==> src/rtl/csi_consts.vh <==
`ifndef CSI_CONSTS_VH
`define CSI_CONSTS_VH
// ****************************************
// Channel count and timing
// ****************************************
`define CSI_NUM_CHAN 8
// Clock period in picoseconds (250 MHz)
`define CSI_CLK_PS 4000
// Run lamp half period in microseconds
`define CSI_RUN_HALF_US 250000
// Pulse lamp stretch time in microseconds (on time per flash)
`define CSI_STRETCH_US 50000
// Slowest supported pulse rate gives the longest gap, in ns (10 kHz)
`define CSI_MAX_GAP_NS 100000
// Counter width for long counts
`define CSI_CNT_W 27
// Run lamp half period in clock cycles (250 ms at 250 MHz)
`define CSI_RUN_HALF_CYC 27'd62500000
// Pulse lamp on time, and dark time after it, in clock cycles (50 ms)
`define CSI_STRETCH_CYC 27'd12500000
`endif

==> src/rtl/csi_status_lamps.v <==
`timescale 1ns/100ps
`include "csi_consts.vh"
// What this block does
// - Run lamp blinks normally, steady on failure
// - Link lamp on while network send correct
// - Fault lamp lit only when module faulty
// - Pulse lamp flashes while channel pulses arrive
// - Function lamp follows function input level
// - Eight channels, each with two lamps
// - Detect pulses from 10 to 100 kHz
module csi_status_lamps #(
  parameter RUN_HALF_CYC = `CSI_RUN_HALF_CYC,
  parameter STRETCH_CYC = `CSI_STRETCH_CYC
)
(
  input wire i_ref_clk,
  input wire i_rst,
  input wire i_ce,
  input wire i_module_fail,
  input wire i_net_tx_ok,
  input wire [`CSI_NUM_CHAN-1:0] i_chan_pulse,
  input wire [`CSI_NUM_CHAN-1:0] i_chan_function_input,
  output reg o_run_lamp,
  output reg o_link_lamp,
  output reg o_fault_lamp,
  output wire [`CSI_NUM_CHAN-1:0] o_chan_pulse_lamp,
  output reg [`CSI_NUM_CHAN-1:0] o_chan_function_lamp
);


  // ****************************************
  // Timing overview
  // ****************************************
  // Level lamps follow their inputs three enabled edges later: two
  // synchroniser stages and the lamp flip-flop. A pulse lamp starts its
  // flash on the third enabled edge after a rising input.
  // With i_ce low and i_rst low every register holds, so the lamps freeze as they are.
  // Both counts may be shrunk for short runs, but neither may be zero,
  // since the wrap compare would then wait for the all-ones count.

  // ****************************************
  // Storage
  // ****************************************
  // Two stages per asynchronous input; only the second stage is read
  reg [`CSI_NUM_CHAN-1:0] pulse_s1_reg;
  reg [`CSI_NUM_CHAN-1:0] pulse_s2_reg;
  reg [`CSI_NUM_CHAN-1:0] func_s1_reg;
  reg [`CSI_NUM_CHAN-1:0] func_s2_reg;
  // Health flags: bit 1 module failed, bit 0 network send good
  reg [1:0] stat_s1_reg;
  reg [1:0] stat_s2_reg;
  // Blink timebase for the run lamp
  reg [`CSI_CNT_W-1:0] run_cnt_reg;
  reg [`CSI_CNT_W-1:0] run_cnt_next;
  reg blink_reg;
  reg blink_next;
  wire run_wrap;
  // Next values of the lamp flip-flops
  reg run_lamp_next;
  reg link_lamp_next;
  reg fault_lamp_next;
  reg [`CSI_NUM_CHAN-1:0] func_lamp_next;

  // ****************************************
  // Decoding helpers
  // ****************************************
  // Run lamp level: a failure overrides the blink with steady light
  function run_level;
    input failed;
    input blink;
    begin
      run_level = failed | blink;
    end
  endfunction

  // ****************************************
  // Input synchronisers
  // ****************************************
  // Field pulse pins; a pulse shorter than one clock may be lost here
  always @(posedge i_ref_clk)
  begin
    if (i_rst)
    begin
      pulse_s1_reg <= {`CSI_NUM_CHAN{1'b0}};
      pulse_s2_reg <= {`CSI_NUM_CHAN{1'b0}};
    end
    else if (i_ce)
    begin
      pulse_s1_reg <= i_chan_pulse;
      pulse_s2_reg <= pulse_s1_reg;
    end
  end

  // Function input pins, one stage pair per channel
  always @(posedge i_ref_clk)
  begin
    if (i_rst)
    begin
      func_s1_reg <= {`CSI_NUM_CHAN{1'b0}};
      func_s2_reg <= {`CSI_NUM_CHAN{1'b0}};
    end
    else if (i_ce)
    begin
      func_s1_reg <= i_chan_function_input;
      func_s2_reg <= func_s1_reg;
    end
  end

  // Health flags come from other logic on its own timing; treat as async
  always @(posedge i_ref_clk)
  begin
    if (i_rst)
    begin
      stat_s1_reg <= 2'h0;
      stat_s2_reg <= 2'h0;
    end
    else if (i_ce)
    begin
      stat_s1_reg <= {i_module_fail, i_net_tx_ok};
      stat_s2_reg <= stat_s1_reg;
    end
  end

  // ****************************************
  // Run lamp timebase
  // ****************************************
  // Half period end; the count wraps so the blink stays symmetric
  assign run_wrap = (run_cnt_reg == RUN_HALF_CYC - 27'd1);

  // Next count and blink phase
  always @*
  begin
    run_cnt_next = run_cnt_reg + 27'd1;
    blink_next = blink_reg;
    if (run_wrap)
    begin
      run_cnt_next = {`CSI_CNT_W{1'b0}};
      blink_next = ~blink_reg;
    end
  end

  // Runs on during a failure, so the blink resumes at an even rate
  always @(posedge i_ref_clk)
  begin
    if (i_rst)
    begin
      run_cnt_reg <= {`CSI_CNT_W{1'b0}};
      blink_reg <= 1'b0;
    end
    else if (i_ce)
    begin
      run_cnt_reg <= run_cnt_next;
      blink_reg <= blink_next;
    end
  end

  // ****************************************
  // Module and function lamps
  // ****************************************
  // Lamp levels from the synchronised flags
  always @*
  begin
    run_lamp_next = run_level(stat_s2_reg[1], blink_reg);
    link_lamp_next = stat_s2_reg[0];
    fault_lamp_next = stat_s2_reg[1];
    func_lamp_next = func_s2_reg;
  end

  // Run lamp, registered so the pin comes straight from a flip-flop
  always @(posedge i_ref_clk)
  begin
    if (i_rst)
      o_run_lamp <= 1'b0;
    else if (i_ce)
      o_run_lamp <= run_lamp_next;
  end

  // Link lamp follows the network send health flag
  always @(posedge i_ref_clk)
  begin
    if (i_rst)
      o_link_lamp <= 1'b0;
    else if (i_ce)
      o_link_lamp <= link_lamp_next;
  end

  // Fault lamp shares the failure flag with the run lamp
  always @(posedge i_ref_clk)
  begin
    if (i_rst)
      o_fault_lamp <= 1'b0;
    else if (i_ce)
      o_fault_lamp <= fault_lamp_next;
  end

  // Function lamps mirror the input levels, no stretching
  always @(posedge i_ref_clk)
  begin
    if (i_rst)
      o_chan_function_lamp <= {`CSI_NUM_CHAN{1'b0}};
    else if (i_ce)
      o_chan_function_lamp <= func_lamp_next;
  end

  // ****************************************
  // Per-channel pulse lamps
  // ****************************************
  // One stretcher per channel keeps the channels independent
  genvar g;
  generate
    for (g = 0; g < `CSI_NUM_CHAN; g = g + 1)
    begin : g_chan
      csi_pulse_lamp #(
        .STRETCH_CYC(STRETCH_CYC)
      ) u_lamp (
        .i_ref_clk(i_ref_clk),
        .i_rst(i_rst),
        .i_ce(i_ce),
        .i_pulse_sync(pulse_s2_reg[g]),
        .o_lamp(o_chan_pulse_lamp[g])
      );
    end
  endgenerate

endmodule

==> src/rtl/csi_pulse_lamp.v <==
`timescale 1ns/100ps
`include "csi_consts.vh"
// Per-channel pulse lamp: edge detect then stretched flash.
module csi_pulse_lamp #(
  parameter STRETCH_CYC = `CSI_STRETCH_CYC
)
(
  input wire i_ref_clk,
  input wire i_rst,
  input wire i_ce,
  input wire i_pulse_sync,
  output reg o_lamp
);

  reg prev_reg;
  reg [`CSI_CNT_W-1:0] cnt_reg;
  reg busy_reg;

  // ****************************************
  // Edge detect and flash timing
  // ****************************************
  // Each rising edge starts one on/off flash cycle; edges during a flash are
  // absorbed, so at 100 kHz the lamp blinks at a steady visible rate.
  always @(posedge i_ref_clk)
  begin
    if (i_rst)
    begin
      prev_reg <= 1'b0;
      cnt_reg <= {`CSI_CNT_W{1'b0}};
      busy_reg <= 1'b0;
      o_lamp <= 1'b0;
    end
    else if (i_ce)
    begin
      prev_reg <= i_pulse_sync;
      if (busy_reg)
      begin
        if (cnt_reg == STRETCH_CYC - 27'd1)
        begin
          cnt_reg <= {`CSI_CNT_W{1'b0}};
          // Second half dark, then ready for the next pulse
          if (o_lamp)
            o_lamp <= 1'b0;
          else
            busy_reg <= 1'b0;
        end
        else
          cnt_reg <= cnt_reg + 27'd1;
      end
      else if (i_pulse_sync && !prev_reg)
      begin
        busy_reg <= 1'b1;
        o_lamp <= 1'b1;
        cnt_reg <= {`CSI_CNT_W{1'b0}};
      end
    end
  end

endmodule

==> config.mk <==
export PLATFORM = sky130hd
export DESIGN_NAME = csi_status_lamps
export DESIGN_NICKNAME = d
export VERILOG_FILES = /design/src/rtl/csi_status_lamps.v /design/src/rtl/csi_pulse_lamp.v
export VERILOG_INCLUDE_DIRS = /design/src /design/src/rtl
export SDC_FILE = /design/constraint.sdc
export NUM_CORES = 1
export LEC_CHECK = 0
export ABC_AREA = 1
export BUFFER_PORTS_ARGS = -buffer_cell sky130_fd_sc_hd__clkbuf_2
export CORE_ASPECT_RATIO = 1.75
export CORE_MARGIN = 1.5
export CORE_UTILIZATION = 36
export CTS_CLUSTER_SIZE = 25
export DETAILED_ROUTE_END_ITERATION = 8
export HOLD_SLACK_MARGIN = 0.08
export PLACE_DENSITY_LB_ADDON = 0.25
export SYNTH_ARGS = -nofsm -noshare
export SYNTH_HDL_FRONTEND = slang
export SYNTH_SLANG_ARGS = --single-unit
==> constraint.sdc <==
create_clock -name i_ref_clk -period 4.7 [get_ports i_ref_clk]
set_clock_uncertainty 0.15 [all_clocks]
set_input_delay 0.94 -clock i_ref_clk [delete_from_list [all_inputs] [get_ports i_ref_clk]]
set_output_delay 0.94 -clock i_ref_clk [all_outputs]
set_load 0.02 [all_outputs]
* Word-level counts from Yosys, hierarchy flattened
Index checks and enable logic that the tools add are counted.
** Storage, ports and cells
- Bits in registers :: 315
- Latch bits :: 0
- Memory bits (writable) :: 0
- ROM bits :: 0
- Bits of input ports :: 21
- Output and inout bits :: 19
- Word-level logic and storage cells :: 194
- Memories :: 0
** Operators by class
- Add/sub/neg operators :: 9
- Multiply operators :: 0
- Divide/modulo/power cells :: 0
- $lt $le $gt $ge :: 0
- Equality and inequality tests :: 17
- Shifts and indexed selects :: 0
- Multiplexer cells :: 81
- Bitwise gates (word level) :: 2
- Reduce and logical (&&, ||, !) cells :: 41
** Operator list (number)
- 27-bit 2-to-1 mux :: 25
- 27-bit by 1-bit adder with 27-bit output (second input constant) :: 9
- 27-bit by 24-bit == test with 1-bit output (second input constant) :: 8
- 1-bit 2-to-1 mux :: 56
- 27-bit by 26-bit == test with 1-bit output (second input constant) :: 1
- 3-bit AND reduction :: 8
- 2-bit AND reduction :: 9
- 2-bit != test (second input constant) :: 8
- 2-bit nonzero test :: 8
- 1-bit logical AND :: 8
- 1-bit zero test :: 8
- 1-bit inverter :: 1
- 1-bit OR :: 1

* Longest topological paths before layout
- Depth after elaboration :: 4
- Depth in mapped cells :: 11
- Mapped depth without buffers :: 10

* Hierarchy
From an unflattened synthesis, not the netlist that was laid out.
** Second synthesis, totals
- Cells, all modules :: 2918
- Area, all modules :: 18443.9 µm²
** By module, submodules not included
- csi_pulse_lamp :: times used 8, cells each 309, area an instance 1900.6 µm²
- csi_status_lamps :: times used 1, cells each 446, area an instance 3239.4 µm²

* Worst setup path after synthesis
OpenSTA, ideal clock, no wires.
- Kind :: in2reg
- From :: input port i_ce
- To :: register g_chan[4].u_lamp.cnt_reg[9]
- Arrival :: 1.979 ns
- Data required time :: 4.440 ns
- Slack :: 2.461 ns
- Cell stages on the path :: 10
- Buffers on the path :: 3
- Cell sequence :: buf_4 -> buf_6 -> nand2_1 -> o21ai_1 -> inv_1 -> buf_2 -> nor3b_1 -> nand2_1 -> inv_1 -> nor2_1
** On the way
- Longest elaborated chain between the ends :: 1
** Ends and longest elaborated chain
- start: declaration :: line csi_status_lamps.v:18 : input wire i_ce,
- 2-bit AND reduction (no line)
- end signal: assignment :: line csi_pulse_lamp.v:29 : cnt_reg <= {`CSI_CNT_W{1'b0}};
- end signal: assignment :: line csi_pulse_lamp.v:40 : cnt_reg <= {`CSI_CNT_W{1'b0}};
- end signal: assignment :: line csi_pulse_lamp.v:48 : cnt_reg <= cnt_reg + 27'd1;
- end: declaration :: line csi_pulse_lamp.v:16 : reg [`CSI_CNT_W-1:0] cnt_reg;
Every way passes these cells.
A chain may end at the register's enable or synchronous reset.

* Final worst setup path
- From :: input port i_ce
- To :: register g_chan[3].u_lamp.cnt_reg[5]
** On the way
- Longest elaborated chain between the ends :: 1
** Ends and longest elaborated chain (line)
- 2-bit AND reduction (no line)
- end signal: assignment :: csi_pulse_lamp.v:29
- end signal: assignment :: csi_pulse_lamp.v:40
- end signal: assignment :: csi_pulse_lamp.v:48
- end: declaration :: csi_pulse_lamp.v:16
Every way passes these cells.

==> impl_metrics.csv <==
group,metric,value,unit
die,num_rows,105,
drt,vias,17073,
global_route,grt_pass1_wl,77800,um
sta,fin_ws,1.56,ns
critical_path,path_buf_inv,4,
sta,period_share,0.668,
clock_tree,post_cts_buffers,0,
critical_path,path_class,"input port to flop",
die,io_pins,40,
global_route,grt_util_all_layers,0.191,
critical_path,crit_arrival,3.41,ns
sta,worst_pin_slew,0.944,ns
synthesis,yosysSeqAreaShare,0.368,
drt,dr.pass1.iters,5,
clock_tree,clock_latency,0.53,ns
synthesis,yosysMostFrequentCell,"nand2_1",
synthesis,syn_area_per_cell,6.23,um2
die,fp.dieW,168,um
finish,antenna_cells,0,
global_route,gr-total-overflow,0,
critical_path,critPathMaxStageDelay,0.70,ns
critical_path,crit_slowest_cell,"buf_2",
clock_tree,ctsResizeCount,0,
place,dpl_worst_slack,1.02,ns
drt,drt_iter0_drc,861,
place,portBuffers,39,
die,die_height,292,um
finish,nets,2787,
critical_path,endpoint_kind,"flop",
place,routabilityCongestion,0.924,
die,design.core.area,46900,um2
sta,max_freq,318,MHz
synthesis,synth_cells,2752,
synthesis,yosysWarnings,0,
synthesis,synthFlopType,"dfxtp_1",
critical_path,critPathMostFrequentCell,"nand2_1",
finish,final_area,18900,um2
synthesis,netlist.area_leader.share,0.368,
global_route,antenna_found_initial,0,
drt,viasPerCell,5.07,
synthesis,synth_edf_count,0,
critical_path,crit_chain,"buf_2 > nand2_1 > o21ai_1 > buf_4 > clkinv_1 > nor3_1 > nand2_1 > inv_1 > nor2_1",
die,die_area,49000,um2
synthesis,synth.area.top_cells,"dfxtp_1, nand2_1, nor2_1",
critical_path,cp-start-kind,"input port",
sta,fin_crit,3.14,ns
sta,setup_viol,0,
critical_path,worst-path-stages,9,
sta,timing.final.hold_violations,0,
sta,fin_setup_tns,0,ns
clock_tree,clk_path_buf_depth,3,
synthesis,yosysTopAreaCell,"dfxtp_1",
critical_path,r2r_cells,8,
synthesis,yosysUniqueCellTypes,43,
finish,fin_util,0.403,
place,place_area,17700,um2
finish,largest_reg_flops,216,
clock_tree,clk_pin_slew,0.06,ns
synthesis,synthTopCellsByCount,"nand2_1, nor2_1, dfxtp_1",
drt,ant_nets,0,
drt,routed_wl,46900,um
clock_tree,htreeDepth,2,
flow_run,cap_violations,0,
clock_tree,cts_tree,"done",
power_and_ir_drop,pwr_density_cell,313,nW/um2
sta,rsz0062_at_grt,"no",
die,start_util,0.365,
global_route,grt_max_degree,67,
drt,route.detailed.drc,0,
finish,area_delta_synth_final,10.3,%
clock_tree,cts_hold_buf,0,
sta,slew_headroom,0.370,
drt,wl_per_cell,13.9,um
outcome,status,"complete, no violations",
worst_hold_path,hold-path-cell-count,2,
worst_hold_path,hp-class,"flop to flop",
sta,maxSlewViolCount,0,
finish,drive_gt1_frac,0.0597,
critical_path,crit_fanout,45,
power_and_ir_drop,peakVddDrop,0.000326,V
synthesis,ys_ff_latch,315,
synthesis,syn-num-nets,2782,
critical_path,critPathTopFamily,"buffers and inverters",
critical_path,worstPathRequired,4.97,ns
power_and_ir_drop,leakagePower,6.88,nW
clock_tree,root_buffer,"clkbuf_16",
clock_tree,numCtsBuffers,34,
global_route,first_global_vias,16359,
synthesis,synth-async-reset-ratio,0,
clock_tree,clock-sinks,315,
synthesis,syn-cell-area,17100,um2
place,dp_hpwl,34100,um
-- cells by family after synthesis --
kind of cell,Yosys count,synth area share
AO/OA/AOI/OAI,333,0.104
flip-flops,315,0.368
adder cells (fa/ha/maj),9,0.00657
buffers and inverters,342,0.0833
AND/OR/NAND/NOR,1709,0.415
XOR/XNOR,44,0.0225
-- power breakdown --
part	switching (mW)	total (mW)	leakage, nW	internal (mW)
Sequential	0.0375	2.75	2.55	2.71
Clock	1.14	2.86	0.581	1.72
Combinational	0.222	0.298	3.75	0.0760
-- layout make-up --
type	instances	area (um2)
Clock buffer	49	1050
Clock inverter	10	134
Fill cell	4875	28000
Inverter	262	986
Multi-Input combinational cell	2095	9400
Sequential cell	315	6310
Tap cell	588	736
Timing Repair Buffer	49	285
-- per-stage QoR --
stage               cells  power, mW  hold WS, ns
finish               3368       5.91        0.311
detailed placement   3309       3.11        0.304
CTS                  3368       6.01        0.313
floorplan            2752       3.03        0.287
global route         3368       6.14        0.349
global placement     3309       3.11        0.301
-- worst paths after layout --
kind                                                start                          end  slack (ns)
worst min-delay path            g_chan[3].u_lamp.prev_reg    g_chan[3].u_lamp.prev_reg        0.31
worst min register to register  g_chan[3].u_lamp.prev_reg    g_chan[3].u_lamp.prev_reg        0.31
worst max-delay path                                 i_ce  g_chan[3].u_lamp.cnt_reg[5]        1.56
worst max register to register  g_chan[3].u_lamp.busy_reg  g_chan[3].u_lamp.cnt_reg[5]        2.32
-- worst reg2reg max path: stages, from the launching register on --
cell and delay [ns]:
dfxtp_1 0.46, nand2_1 0.14, o21ai_1 0.14, buf_4 0.26, clkinv_1 0.54, nor3_1 0.40
nand2_1 0.10, inv_1 0.06, nor2_1 0.04
-- cells in the final DEF (no fill, tap or decap), types with 4 or more instances in the layout --
cell type,n
o21ai_0,104
xnor2_1,10
nor2_1,546
a21oi_2,4
nand3b_1,5
clkbuf_8,8
a31oi_1,8
xor2_1,34
nand2_2,16
clkbuf_1,4
inv_2,6
clkinv_2,4
buf_4,10
inv_1,254
nand3_1,184
clkbuf_2,37
o21ai_4,5
nor3_1,93
nor2_2,13
or2_0,4
nand4_1,35
nand2_1,762
or2_2,12
ha_1,9
o21bai_1,8
dfxtp_1,315
and3_1,14
clkbuf_16,37
a21oi_1,193
nor3b_1,15
-- layer usage --
layer  wire length (um)  part of all wire  global-route usage  vias up
met4               1990             0.042              0.0958        0
met3               1310             0.028              0.0218      128
li1                   -                 -                   -     8785
met1              18600              0.40               0.195     7853
met2              25000              0.53               0.377      307
met5                  0                 0                   0        -
(Power assumes the default switching activity.)
